===== src/inc/hps_pkg.sv =====
// constants, types and state records for the host port select and power control block
// Functional notes
// - pulled-up select input defaults to usb
// - select driven low enables sdio port
// - sdio works in one and four line modes
// - four line interrupt only in special window
// - card information served from on-chip table
// - mailbox register and interrupt toward host
// - host reaches shared memory through base window
// - usb runs high or full speed
// - usb suspend, host resume, remote wake
// - link power sleep left by either resume
// - power-on reset restores defaults and boots
// - host soft reset restores defaults (not the card table index) and boots
// - power-down pin rising edge resets and boots
// - power-down pin low holds lowest leakage
// - two antenna outputs complementary outside core reset, both low in reset
// - two addresses, last bit zero then one
// - calibration runs at every power up
// - power save uses host wake and wake input
// - single line mode interrupts on data line one
// - dedicated host wake output
// - wake input active high, programmable pull
package hps_pkg;

  // ****************************************
  // register map (byte addresses)
  // ****************************************
  localparam logic [7:0] CTRL_OFF    = 8'h00;
  localparam logic [7:0] STATUS_OFF  = 8'h04;
  localparam logic [7:0] ADDR1_LO    = 8'h08;
  localparam logic [7:0] ADDR_HI_OFF = 8'h0C;
  localparam logic [7:0] ADDR2_LO    = 8'h10;
  localparam logic [7:0] MAILBOX_OFF = 8'h14;
  localparam logic [7:0] CIS_IX_OFF  = 8'h18;
  localparam logic [7:0] CIS_DAT_OFF = 8'h1C;
  localparam logic [7:0] WINDOW_OFF  = 8'h20;

  // ****************************************
  // control field positions
  // ****************************************
  localparam int C_SOFT   = 0;
  localparam int C_ANT    = 1;
  localparam int C_WIDE   = 2;
  localparam int C_HWAKE  = 3;
  localparam int C_RWAKE  = 4;
  localparam int C_PULLUP = 5;
  localparam int C_RAISE  = 6;
  localparam logic [6:0] CTRL_RESET = 7'h00;

  // ****************************************
  // bus answers and misc widths
  // ****************************************
  localparam logic [1:0]  RESP_OKAY   = 2'b00;
  localparam logic [1:0]  RESP_SLVERR = 2'b10;
  localparam logic [31:0] ZERO_WORD   = 32'h0000_0000;
  localparam logic [47:0] ADDR_LSB    = 48'h0000_0000_0001;

  // ****************************************
  // timing
  // ****************************************
  localparam int CLK_MHZ       = 100;
  localparam int CORE_RST_NS   = 200;
  localparam int CORE_RST_CYC  = (CORE_RST_NS * CLK_MHZ + 999) / 1000;
  localparam logic [4:0] RST_CNT_LAST = 5'(CORE_RST_CYC - 1);
  localparam logic [4:0] RST_CNT_ZERO = 5'h00;

  // ****************************************
  // card information table
  // ****************************************
  localparam int CIS_DEPTH = 16;
  localparam logic [7:0] CIS_INIT [CIS_DEPTH] = '{
    8'h21, 8'h02, 8'h0C, 8'h00, 8'h22, 8'h04, 8'h00, 8'h00,
    8'h08, 8'h32, 8'h15, 8'h02, 8'h01, 8'h00, 8'hFF, 8'h00};

  // ****************************************
  // sequencer states and records
  // ****************************************
  typedef enum logic [2:0] {
    SEQ_PDOWN = 3'b000,
    SEQ_RESET = 3'b001,
    SEQ_BOOT  = 3'b010,
    SEQ_CAL   = 3'b011,
    SEQ_RUN   = 3'b100
  } seq_state_type;

  typedef struct packed {
    seq_state_type st;
    logic [4:0]    cnt;
    logic          pd_prev;
    logic          core_rst;
    logic          boot;
    logic          cal_req;
  } seq_reg_type;

  typedef struct packed {
    logic        aw_ok;
    logic [7:0]  aw_addr;
    logic        w_ok;
    logic [31:0] w_data;
    logic [3:0]  w_strb;
    logic        bvalid;
    logic [1:0]  bresp;
    logic        rvalid;
    logic [31:0] rdata;
    logic [1:0]  rresp;
  } bus_reg_type;

  typedef struct packed {
    bus_reg_type bus;
    logic [6:0]  ctrl;
    logic [7:0]  mailbox;
    logic        irq_pend;
    logic [3:0]  cis_ix;
    logic [31:0] window;
    logic        rwake;
    logic        usb_en;
    logic        sdio_en;
    logic        ant;
    logic        ant_inv;
    logic        hwake;
    logic        d1_out;
    logic        d1_oe;
  } top_reg_type;

endpackage : hps_pkg


===== src/hps_seq.sv =====
// reset, boot and calibration sequencer
`timescale 1ns/1ps
module hps_seq
  import hps_pkg::*;
(
  // clock and reset
  input  wire logic clk_i,
  input  wire logic rst_n_i,
  // reset sources
  input  wire logic pd_n_i,
  input  wire logic soft_i,
  // calibration handshake
  input  wire logic cal_done_i,
  // sequence outputs
  output logic      core_rst_o,
  output logic      boot_o,
  output logic      cal_req_o,
  output logic      pdown_o
);

  seq_reg_type s_q, s_d;  // whole sequencer state

  // next state: power-down wins, then pin edge or soft reset
  always_comb begin
    s_d          = s_q;
    s_d.pd_prev  = pd_n_i;
    s_d.boot     = 1'b0;
    unique case (s_q.st)
      SEQ_PDOWN: begin
        s_d.core_rst = 1'b1;
        if (pd_n_i && !s_q.pd_prev) begin
          s_d.st  = SEQ_RESET;
          s_d.cnt = RST_CNT_ZERO;
        end
      end
      SEQ_RESET: begin
        s_d.core_rst = 1'b1;
        s_d.cnt      = s_q.cnt + 5'h01;
        if (s_q.cnt == RST_CNT_LAST) begin
          s_d.st   = SEQ_BOOT;
          s_d.boot = 1'b1;
        end
      end
      SEQ_BOOT: begin
        s_d.core_rst = 1'b0;
        s_d.cal_req  = 1'b1;
        s_d.st       = SEQ_CAL;
      end
      SEQ_CAL: begin
        if (cal_done_i) begin
          s_d.cal_req = 1'b0;
          s_d.st      = SEQ_RUN;
        end
      end
      SEQ_RUN: begin
        s_d.core_rst = 1'b0;
      end
      default: s_d.st = SEQ_PDOWN;
    endcase
    // host soft reset restarts the whole boot
    if (soft_i && s_q.st != SEQ_PDOWN) begin
      s_d.st       = SEQ_RESET;
      s_d.cnt      = RST_CNT_ZERO;
      s_d.core_rst = 1'b1;
      s_d.cal_req  = 1'b0;
    end
    // low pin forces lowest leakage state
    if (!pd_n_i) begin
      s_d.st       = SEQ_PDOWN;
      s_d.core_rst = 1'b1;
      s_d.cal_req  = 1'b0;
    end
  end

  // power-on reset lands in power-down until the pin rises
  always_ff @(posedge clk_i) begin
    if (!rst_n_i) begin
      s_q <= '{st: SEQ_PDOWN, cnt: RST_CNT_ZERO, pd_prev: 1'b0,
               core_rst: 1'b1, boot: 1'b0, cal_req: 1'b0};
    end else begin
      s_q <= s_d;
    end
  end

  assign core_rst_o = s_q.core_rst;
  assign boot_o     = s_q.boot;
  assign cal_req_o  = s_q.cal_req;
  assign pdown_o    = (s_q.st == SEQ_PDOWN);

  // ****************************************
  // checks
  // ****************************************
  // twenty quiet reset cycles, split so no repetition unrolls past eight
  chk_pin_rise_boot: assert property (@(posedge clk_i) disable iff (!rst_n_i)
    (s_q.st == SEQ_PDOWN && $rose(pd_n_i)) ##1 (pd_n_i && !soft_i) [*8]
      ##1 (pd_n_i && !soft_i) [*8] ##1 (pd_n_i && !soft_i) [*4]
      |-> ##1 boot_o)
    else $error("pin rise did not boot on time");
  chk_soft_reset: assert property (@(posedge clk_i) disable iff (!rst_n_i)
    (soft_i && pd_n_i && s_q.st != SEQ_PDOWN) |=> core_rst_o && s_q.st == SEQ_RESET)
    else $error("soft reset ignored");
  chk_pd_low_hold: assert property (@(posedge clk_i) disable iff (!rst_n_i)
    !pd_n_i |=> pdown_o && core_rst_o && !cal_req_o)
    else $error("power-down not held");
  chk_cal_after_boot: assert property (@(posedge clk_i) disable iff (!rst_n_i)
    (boot_o && pd_n_i && !soft_i) |=> cal_req_o)
    else $error("no calibration after boot");
  cov_boot: cover property (@(posedge clk_i) disable iff (!rst_n_i) boot_o);
  cov_cal_done: cover property (@(posedge clk_i) disable iff (!rst_n_i)
    cal_req_o ##1 !cal_req_o && s_q.st == SEQ_RUN);

endmodule : hps_seq


===== src/hps_top.sv =====
// host port select, power mode and register slave top level
`timescale 1ns/1ps
module hps_top
  import hps_pkg::*;
#(
  parameter logic [47:0] FIRST_ADDR = 48'h0200_0000_1000  // arbitrary value
)(
  // clock and reset
  input  wire logic        SYS_CLK_I,
  input  wire logic        RST_N_I,
  // axi4-lite write address and data
  input  wire logic        AWVALID_I,
  output logic             AWREADY_O,
  input  wire logic [7:0]  AWADDR_I,
  input  wire logic        WVALID_I,
  output logic             WREADY_O,
  input  wire logic [31:0] WDATA_I,
  input  wire logic [3:0]  WSTRB_I,
  // axi4-lite write response
  output logic             BVALID_O,
  input  wire logic        BREADY_I,
  output logic [1:0]       BRESP_O,
  // axi4-lite read
  input  wire logic        ARVALID_I,
  output logic             ARREADY_O,
  input  wire logic [7:0]  ARADDR_I,
  output logic             RVALID_O,
  input  wire logic        RREADY_I,
  output logic [31:0]      RDATA_O,
  output logic [1:0]       RRESP_O,
  // board pins
  input  wire logic        PORT_SEL_N_I,
  input  wire logic        POWERDOWN_PIN_N_I,
  input  wire logic        WAKE_UP_I,
  output logic             WAKE_PULL_UP_O,
  output logic             HOST_WAKE_OUT_O,
  output logic             ANTENNA_CHOICE_O,
  output logic             ANTENNA_CHOICE_INV_O,
  // sdio core side
  input  wire logic        SD_IRQ_WINDOW_I,
  input  wire logic        SD_IRQ_ACK_I,
  output logic             SDIO_EN_O,
  output logic             SDIO_WIDE_O,
  output logic [31:0]      SHARED_BASE_O,
  output logic             SD_DATA_LINE_ONE_O,
  output logic             SD_DATA_LINE_ONE_OE_O,
  // usb core side
  input  wire logic        USB_HIGH_SPEED_I,
  input  wire logic        USB_SUSPEND_I,
  input  wire logic        USB_L1_I,
  output logic             USB_EN_O,
  output logic             USB_REMOTE_WAKE_O,
  // processor and radio side
  input  wire logic        CAL_DONE_I,
  output logic             CORE_RST_O,
  output logic             BOOT_O,
  output logic             CAL_REQ_O
);

  // ****************************************
  // declarations
  // ****************************************
  top_reg_type r_q, r_d;          // whole block state
  logic        core_rst;          // sequencer holds core in reset
  logic        boot;              // one-cycle boot start
  logic        cal_req;           // calibration running
  logic        pdown;             // lowest leakage state
  logic        soft_pulse;        // host soft reset write
  logic        wr_fire;           // both write halves present
  logic [47:0] addr_one;          // first address, used for wireless
  logic [47:0] addr_two;          // second address, free for use
  logic [7:0]  cis_mem [CIS_DEPTH];  // on-chip card information

  // table fixed at build time
  assign cis_mem = CIS_INIT;

  // second address is the first with its last bit set
  function automatic logic [47:0] addr_of(input logic second);
    addr_of = second ? (FIRST_ADDR | ADDR_LSB) : (FIRST_ADDR & ~ADDR_LSB);
  endfunction

  // whole words held apart so the decode can slice them
  assign addr_one = addr_of(1'b0);
  assign addr_two = addr_of(1'b1);

  // byte-lane merge for writes
  function automatic logic [31:0] merge(input logic [31:0] old, input logic [31:0] nw,
                                        input logic [3:0] strb);
    merge = old;
    for (int i = 0; i < 4; i++) begin
      if (strb[i]) merge[i*8 +: 8] = nw[i*8 +: 8];
    end
  endfunction

  // any known offset, for the error answer
  function automatic logic mapped(input logic [7:0] a);
    mapped = (a == CTRL_OFF) || (a == STATUS_OFF) || (a == ADDR1_LO) ||
             (a == ADDR_HI_OFF) || (a == ADDR2_LO) || (a == MAILBOX_OFF) ||
             (a == CIS_IX_OFF) || (a == CIS_DAT_OFF) || (a == WINDOW_OFF);
  endfunction

  // ****************************************
  // sequencer
  // ****************************************
  hps_seq u_seq (
    .clk_i      (SYS_CLK_I),
    .rst_n_i    (RST_N_I),
    .pd_n_i     (POWERDOWN_PIN_N_I),
    .soft_i     (soft_pulse),
    .cal_done_i (CAL_DONE_I),
    .core_rst_o (core_rst),
    .boot_o     (boot),
    .cal_req_o  (cal_req),
    .pdown_o    (pdown)
  );

  assign wr_fire    = r_q.bus.aw_ok && r_q.bus.w_ok && !r_q.bus.bvalid;
  assign soft_pulse = wr_fire && r_q.bus.aw_addr == CTRL_OFF &&
                      r_q.bus.w_strb[0] && r_q.bus.w_data[C_SOFT];

  // ****************************************
  // next state
  // ****************************************
  always_comb begin
    logic [31:0] rd;
    logic [31:0] wv;
    rd  = ZERO_WORD;
    wv  = ZERO_WORD;
    r_d = r_q;
    // address and data taken in either order
    if (AWVALID_I && !r_q.bus.aw_ok) begin
      r_d.bus.aw_ok   = 1'b1;
      r_d.bus.aw_addr = AWADDR_I;
    end
    if (WVALID_I && !r_q.bus.w_ok) begin
      r_d.bus.w_ok   = 1'b1;
      r_d.bus.w_data = WDATA_I;
      r_d.bus.w_strb = WSTRB_I;
    end
    // register write once both halves are held
    if (wr_fire) begin
      r_d.bus.bvalid = 1'b1;
      r_d.bus.bresp  = mapped(r_q.bus.aw_addr) ? RESP_OKAY : RESP_SLVERR;
      wv = merge(ZERO_WORD, r_q.bus.w_data, r_q.bus.w_strb);
      unique case (r_q.bus.aw_addr)
        CTRL_OFF: begin
          if (r_q.bus.w_strb[0]) begin
            r_d.ctrl = wv[6:0];
            r_d.ctrl[C_SOFT]  = 1'b0;  // self clearing
            r_d.ctrl[C_RAISE] = 1'b0;
            if (wv[C_RAISE]) r_d.irq_pend = 1'b1;
          end
        end
        MAILBOX_OFF: begin
          if (r_q.bus.w_strb[0]) r_d.mailbox = wv[7:0];
        end
        CIS_IX_OFF: begin
          if (r_q.bus.w_strb[0]) r_d.cis_ix = wv[3:0];
        end
        WINDOW_OFF: r_d.window = merge(r_q.window, r_q.bus.w_data, r_q.bus.w_strb);
        default: ;  // read-only or unmapped: no store
      endcase
    end
    // response retires the write
    if (r_q.bus.bvalid && BREADY_I) begin
      r_d.bus.bvalid = 1'b0;
      r_d.bus.aw_ok  = 1'b0;
      r_d.bus.w_ok   = 1'b0;
    end
    // read decode
    unique case (ARADDR_I)
      CTRL_OFF:    rd = {25'h000_0000, r_q.ctrl};
      STATUS_OFF:  rd = {22'h00_0000, USB_HIGH_SPEED_I, r_q.irq_pend, WAKE_UP_I,
                         USB_L1_I, USB_SUSPEND_I, !cal_req && !core_rst, cal_req,
                         core_rst, pdown, !PORT_SEL_N_I};
      ADDR1_LO:    rd = addr_one[31:0];
      ADDR_HI_OFF: rd = {16'h0000, addr_one[47:32]};
      ADDR2_LO:    rd = addr_two[31:0];
      MAILBOX_OFF: rd = {24'h00_0000, r_q.mailbox};
      CIS_IX_OFF:  rd = {28'h000_0000, r_q.cis_ix};
      CIS_DAT_OFF: rd = {24'h00_0000, cis_mem[r_q.cis_ix]};
      WINDOW_OFF:  rd = r_q.window;
      default:     rd = ZERO_WORD;
    endcase
    if (ARVALID_I && !r_q.bus.rvalid) begin
      r_d.bus.rvalid = 1'b1;
      r_d.bus.rdata  = rd;
      r_d.bus.rresp  = mapped(ARADDR_I) ? RESP_OKAY : RESP_SLVERR;
    end else if (r_q.bus.rvalid && RREADY_I) begin
      r_d.bus.rvalid = 1'b0;
    end
    // host acknowledge clears, a same-cycle raise wins
    if (SD_IRQ_ACK_I && !(wr_fire && r_q.bus.aw_addr == CTRL_OFF && wv[C_RAISE])) begin
      r_d.irq_pend = 1'b0;
    end
    // remote wake only while suspended or in l1, dropped on resume
    if (r_q.ctrl[C_RWAKE] && (USB_SUSPEND_I || USB_L1_I)) begin
      r_d.rwake = 1'b1;
    end
    if (!USB_SUSPEND_I && !USB_L1_I) begin
      r_d.rwake = 1'b0;
      r_d.ctrl[C_RWAKE] = 1'b0;
    end
    // port choice: high select (pulled up) means usb
    r_d.usb_en  = PORT_SEL_N_I && !core_rst;
    r_d.sdio_en = !PORT_SEL_N_I && !core_rst;
    // antenna pair, each other's inverse except both low in core reset
    r_d.ant     = r_d.ctrl[C_ANT];
    r_d.ant_inv = !r_d.ctrl[C_ANT];
    r_d.hwake   = r_d.ctrl[C_HWAKE];
    // interrupt on line one: always in 1-bit, windowed in 4-bit
    r_d.d1_oe  = r_d.sdio_en && r_d.irq_pend &&
                 (!r_d.ctrl[C_WIDE] || SD_IRQ_WINDOW_I);
    r_d.d1_out = 1'b0;  // interrupt is a low level on the line
    // soft or pin reset returns software state except the card table index to defaults
    if (core_rst) begin
      r_d.ctrl     = CTRL_RESET;
      r_d.mailbox  = 8'h00;
      r_d.irq_pend = 1'b0;
      r_d.rwake    = 1'b0;
      r_d.window   = ZERO_WORD;
      r_d.usb_en   = 1'b0;
      r_d.sdio_en  = 1'b0;
      r_d.ant      = 1'b0;
      r_d.ant_inv  = 1'b0;
      r_d.hwake    = 1'b0;
      r_d.d1_oe    = 1'b0;
    end
  end

  // ****************************************
  // state register
  // ****************************************
  always_ff @(posedge SYS_CLK_I) begin
    if (!RST_N_I) begin
      r_q <= '0;
    end else begin
      r_q <= r_d;
    end
  end

  // ****************************************
  // outputs straight from flops
  // ****************************************
  assign AWREADY_O             = !r_q.bus.aw_ok;
  assign WREADY_O              = !r_q.bus.w_ok;
  assign BVALID_O              = r_q.bus.bvalid;
  assign BRESP_O               = r_q.bus.bresp;
  assign ARREADY_O             = !r_q.bus.rvalid;
  assign RVALID_O              = r_q.bus.rvalid;
  assign RDATA_O               = r_q.bus.rdata;
  assign RRESP_O               = r_q.bus.rresp;
  assign WAKE_PULL_UP_O        = r_q.ctrl[C_PULLUP];
  assign HOST_WAKE_OUT_O       = r_q.hwake;
  assign ANTENNA_CHOICE_O      = r_q.ant;
  assign ANTENNA_CHOICE_INV_O  = r_q.ant_inv;
  assign SDIO_EN_O             = r_q.sdio_en;
  assign SDIO_WIDE_O           = r_q.ctrl[C_WIDE];
  assign SHARED_BASE_O         = r_q.window;
  assign SD_DATA_LINE_ONE_O    = r_q.d1_out;
  assign SD_DATA_LINE_ONE_OE_O = r_q.d1_oe;
  assign USB_EN_O              = r_q.usb_en;
  assign USB_REMOTE_WAKE_O     = r_q.rwake;
  assign CORE_RST_O            = core_rst;
  assign BOOT_O                = boot;
  assign CAL_REQ_O             = cal_req;

  // ****************************************
  // checks
  // ****************************************
  chk_usb_default: assert property (@(posedge SYS_CLK_I) disable iff (!RST_N_I)
    (PORT_SEL_N_I && !core_rst) |=> USB_EN_O && !SDIO_EN_O)
    else $error("usb not chosen with select high");
  chk_sdio_select: assert property (@(posedge SYS_CLK_I) disable iff (!RST_N_I)
    (!PORT_SEL_N_I && !core_rst) |=> SDIO_EN_O && !USB_EN_O)
    else $error("sdio not chosen with select low");
  chk_antenna_pair: assert property (@(posedge SYS_CLK_I) disable iff (!RST_N_I)
    !CORE_RST_O ##1 !CORE_RST_O |-> ANTENNA_CHOICE_O != ANTENNA_CHOICE_INV_O)
    else $error("antenna outputs not complementary");
  chk_pd_idle: assert property (@(posedge SYS_CLK_I) disable iff (!RST_N_I)
    !POWERDOWN_PIN_N_I ##1 !POWERDOWN_PIN_N_I |=> !USB_EN_O && !SDIO_EN_O &&
      !ANTENNA_CHOICE_O && !ANTENNA_CHOICE_INV_O && !SD_DATA_LINE_ONE_OE_O)
    else $error("port logic active in power-down");
  chk_addr_bits: assert property (@(posedge SYS_CLK_I) disable iff (!RST_N_I)
    (RVALID_O && $past(ARADDR_I) == ADDR2_LO && $rose(RVALID_O)) |->
      RDATA_O[0] && !addr_one[0])
    else $error("address last bits wrong");
  chk_wide_irq: assert property (@(posedge SYS_CLK_I) disable iff (!RST_N_I)
    (SD_DATA_LINE_ONE_OE_O && SDIO_WIDE_O) |-> $past(SD_IRQ_WINDOW_I))
    else $error("wide interrupt outside window");
  chk_narrow_irq: assert property (@(posedge SYS_CLK_I) disable iff (!RST_N_I)
    (r_q.irq_pend && SDIO_EN_O && !PORT_SEL_N_I && !SD_IRQ_ACK_I && !wr_fire &&
     !r_q.ctrl[C_WIDE] && !core_rst) ##1 !core_rst
      |-> SD_DATA_LINE_ONE_OE_O)
    else $error("narrow interrupt not on line one");
  chk_raise_wins: assert property (@(posedge SYS_CLK_I) disable iff (!RST_N_I)
    (soft_pulse == 1'b0 && wr_fire && r_q.bus.aw_addr == CTRL_OFF &&
     r_q.bus.w_strb[0] && r_q.bus.w_data[C_RAISE] && !core_rst) |=> r_q.irq_pend || core_rst)
    else $error("raise lost");
  chk_rwake_drop: assert property (@(posedge SYS_CLK_I) disable iff (!RST_N_I)
    (!USB_SUSPEND_I && !USB_L1_I) |=> !USB_REMOTE_WAKE_O)
    else $error("remote wake held after resume");
  chk_write_answer: assert property (@(posedge SYS_CLK_I) disable iff (!RST_N_I)
    wr_fire |=> BVALID_O)
    else $error("write not answered");
  cov_sdio_irq: cover property (@(posedge SYS_CLK_I) disable iff (!RST_N_I)
    SDIO_EN_O && SD_DATA_LINE_ONE_OE_O);
  cov_remote_wake: cover property (@(posedge SYS_CLK_I) disable iff (!RST_N_I)
    USB_L1_I && USB_REMOTE_WAKE_O);
  cov_slverr: cover property (@(posedge SYS_CLK_I) disable iff (!RST_N_I)
    RVALID_O && RRESP_O == RESP_SLVERR);

endmodule : hps_top


===== config.mk =====
export PLATFORM = sky130hd
export DESIGN_NAME = hps_top
export DESIGN_NICKNAME = d
export VERILOG_FILES = /design/src/inc/hps_pkg.sv /design/src/hps_seq.sv /design/src/hps_top.sv
export SDC_FILE = /design/constraint.sdc
export NUM_CORES = 1
export LEC_CHECK = 0
export ABC_AREA = 1
export BUFFER_PORTS_ARGS = -buffer_cell sky130_fd_sc_hd__buf_4
export CAP_MARGIN = 20
export CORE_UTILIZATION = 40
export CTS_CLUSTER_SIZE = 12
export DETAILED_ROUTE_END_ITERATION = 12
export HOLD_SLACK_MARGIN = 0.05
export PLACE_DENSITY = 0.67
export REMOVE_ABC_BUFFERS = 1
export SLEW_MARGIN = 10
export SYNTH_ARGS = -nofsm -noshare
export SYNTH_HDL_FRONTEND = slang
export SYNTH_SLANG_ARGS = --single-unit

===== constraint.sdc =====
create_clock -name SYS_CLK_I -period 1.28 [get_ports SYS_CLK_I]
set_input_delay 0.192 -clock SYS_CLK_I [delete_from_list [all_inputs] [get_ports SYS_CLK_I]]
set_output_delay 0.192 -clock SYS_CLK_I [all_outputs]
set_load 0.01 [all_outputs]

==> impl_metrics.ini <==
[setup_path]
cp.arrival_ns = 1.77
cp-start-kind = flip-flop
worstPathRequired_ns = 1.63
end_kind = flip-flop
crit_fanout = 7
path_class = reg2reg

[route]
drtPass1Iterations = 7
wl_per_cell_um = 14.5
wl_um = 19300
vias = 6455
ant_nets = 0
drc = 0
drt_iter0_drc = 396
via_per_inst = 4.86

[global_routing]
grt_pass1_wl_um = 29500
grt_max_degree = 38
antenna_found_initial = 0
grt.overflow.total = 0
grt_pass1_vias = 5820
grt_use_total = 0.227

[floorplan]
core_um2 = 16000
fp-row-count = 46
dieArea_um2 = 17000
start_util = 0.412
die_x_um = 130
pin_count = 154
die_y_um = 130

[logic_synthesis]
synth_enable_flop_cells = 0
synth_area_leaders = dfxtp_1 45%, buf_4 8.1%, nor2_1 7.9%
ys_seq_elements = 149
synth_cell_types = 35
yosysWarnings = 0
netlist_area_um2 = 6590
ys_seq_area_frac = 0.453
synthArstFlopShare = 0
yosysMostFrequentCell = dfxtp_1
ys_top_cells_by_count = 149 x dfxtp_1, 139 x nor2_1, 135 x nand2_1
netlist_instances = 907
ys.flop_type = dfxtp_1
avgSynthCellArea_um2 = 7.26
yosysTopAreaCellShare = 0.453
yosys.area.top_type = dfxtp_1

[final_layout]
drive_gt1_frac = 0.335
n_fill_cell = 1464
nets = 1172
finalNonFillerCells = 1329
area_growth_pct = 44.4
antenna_cells = 0

[power_and_ir_drop]
swShare = 0.250
peakVddDrop_uv = 954
p_leak_uw = 0.00397
comb_power_share = 0.103
p_total_uw = 10600
p_clk_frac = 0.437
power_per_cell_area_nw_per_um2 = 1110
p_switching_uw = 2640
power_report.internal_total_uw = 7940
seq_power_share = 0.460

[sta]
holdWs_ns = 0.0535
rsz0062_at_grt = true
tns_ns = -4.43
skew_ns = 0.0128
fin_ws_ns = -0.141
setup_viol = 61
slew_violations = 0
max_freq_ghz = 0.704
fin_crit_sh = 1.11
hold_violations = 0
fin_crit_ns = 1.42

[clocking]
cts_buffers = 17
cts_tree = done
cts.clk_slew.worst_paths_ns = 0.06
root_buffer = clkbuf_16
clk_latency_ns = 0.43
cts-htree-levels = 4
cts_max_path_buffers = 2
clock_sinks = 149

[place]
placedCellCount = 1246
gp_congestion = 0.867
place.detailed.hpwl_um = 13000
port_buffers = 150
pre_cts_ws_ns = -0.301

[run_status]
status = complete, but fails checks
violations = negative setup slack

[job]
cap_violations = 0

[worst_hold_path]
hold_class = in2reg
==> sequential cells by signal, summed over array words and instances, names as in the netlist, 9 cells and up <==
name,cells
RDATA_O,32
SHARED_BASE_O,32
r_q,62
u_seq.s_q,9
==> critical path, stage by stage (launching register included) <==
cell,delay (ns)
dfxtp_2,0.34
nor2_4,0.12
nand2_2,0.08
nor3_4,0.17
buf_6,0.17
buf_8,0.14
nand2_8,0.07
inv_8,0.07
o21ai_0,0.07
a21oi_1,0.12
==> cells in the final DEF, fill, tap and decap left out, types with 15 or more instances in the layout <==
cell type | Yosys | layout
buf_4 | 71 | 212
nand2_1 | 135 | 126
inv_1 | 86 | 76
clkbuf_16 | 0 | 17
buf_6 | 0 | 20
dfxtp_1 | 149 | 139
o21ai_0 | 91 | 51
o21ai_1 | 2 | 27
nand3_1 | 59 | 46
dlygate4sd3_1 | 0 | 38
o21ai_2 | 0 | 15
a21oi_1 | 90 | 76
nor2_1 | 139 | 131
==> metal layers <==
layer	vias up	track usage	routed length (µm)
li1	3254	-	-
met1	2964	0.296	8420
met2	203	0.369	9290
met3	34	0.0426	1110
met4	0	0.0960	499
met5	-	0	0
==> cells by family after synthesis <==
family	Yosys count	synth area share
compound gates	204	0.162
xor+xnor	1	0.00133
fa+ha+maj	4	0.00760
buf+inv	195	0.153
flops	149	0.453
other cells	1	0.000569
simple gates	353	0.223
==> repair_timing <==
| action | in CTS | in global routing |
|---|---|---|
| endpoints found under the hold margin | 40 | 0 |
| hold buffers | 38 | 0 |
| pin swaps | 26 | 26 |
| endpoints found under the setup margin | 71 | 89 |
| gates cloned | 2 | 2 |
| resized for setup | 103 | 88 |
| buffers inserted | 6 | 3 |
==> power groups by stage <==
stage,Combinational [µW],Sequential (µW),Clock [µW]
2_1_floorplan,360,4930,0
3_3_place_gp,851,4940,0
3_5_place_dp,857,4940,0
4_1_cts,1030,4860,4680
5_1_grt,1200,4880,4930
6_report,1100,4860,4620
==> cell type report <==
type | instances | area [µm²] | area share
Timing Repair Buffer | 273 | 2250 | 0.237
Clock buffer | 22 | 474 | 0.0498
Tap cell | 216 | 270 | 0.0284
Timing Repair inverter | 1 | 7.51 | 0.000789
Inverter | 91 | 368 | 0.0387
Clock inverter | 10 | 73.8 | 0.00776
Multi-Input combinational cell | 567 | 3060 | 0.322
Sequential cell | 149 | 3010 | 0.316
==> through the flow <==
step,utilization,area (µm²)
floorplan,-,5930
finish,0.595,9510
global placement,0.495,7920
CTS,0.575,9210
detailed placement,0.495,7920
global route,0.595,9510
==> path summary, 6_finish.rpt <==
check	startpoint	to	slack, ns	cells past startpoint
hold / removal	WDATA_I[1]	r_q[103]$_SDFFE_PN0P_	0.05	3
setup reg to reg	r_q[141]$_SDFFE_PN0P_	SHARED_BASE_O[6]$_SDFFE_PP0P_	-0.14	9
hold reg to reg	SHARED_BASE_O[10]$_SDFFE_PP0P_	SHARED_BASE_O[10]$_SDFFE_PP0P_	0.47	2
setup / recovery	r_q[141]$_SDFFE_PN0P_	SHARED_BASE_O[6]$_SDFFE_PP0P_	-0.14	9
(Power assumes the default switching activity.)
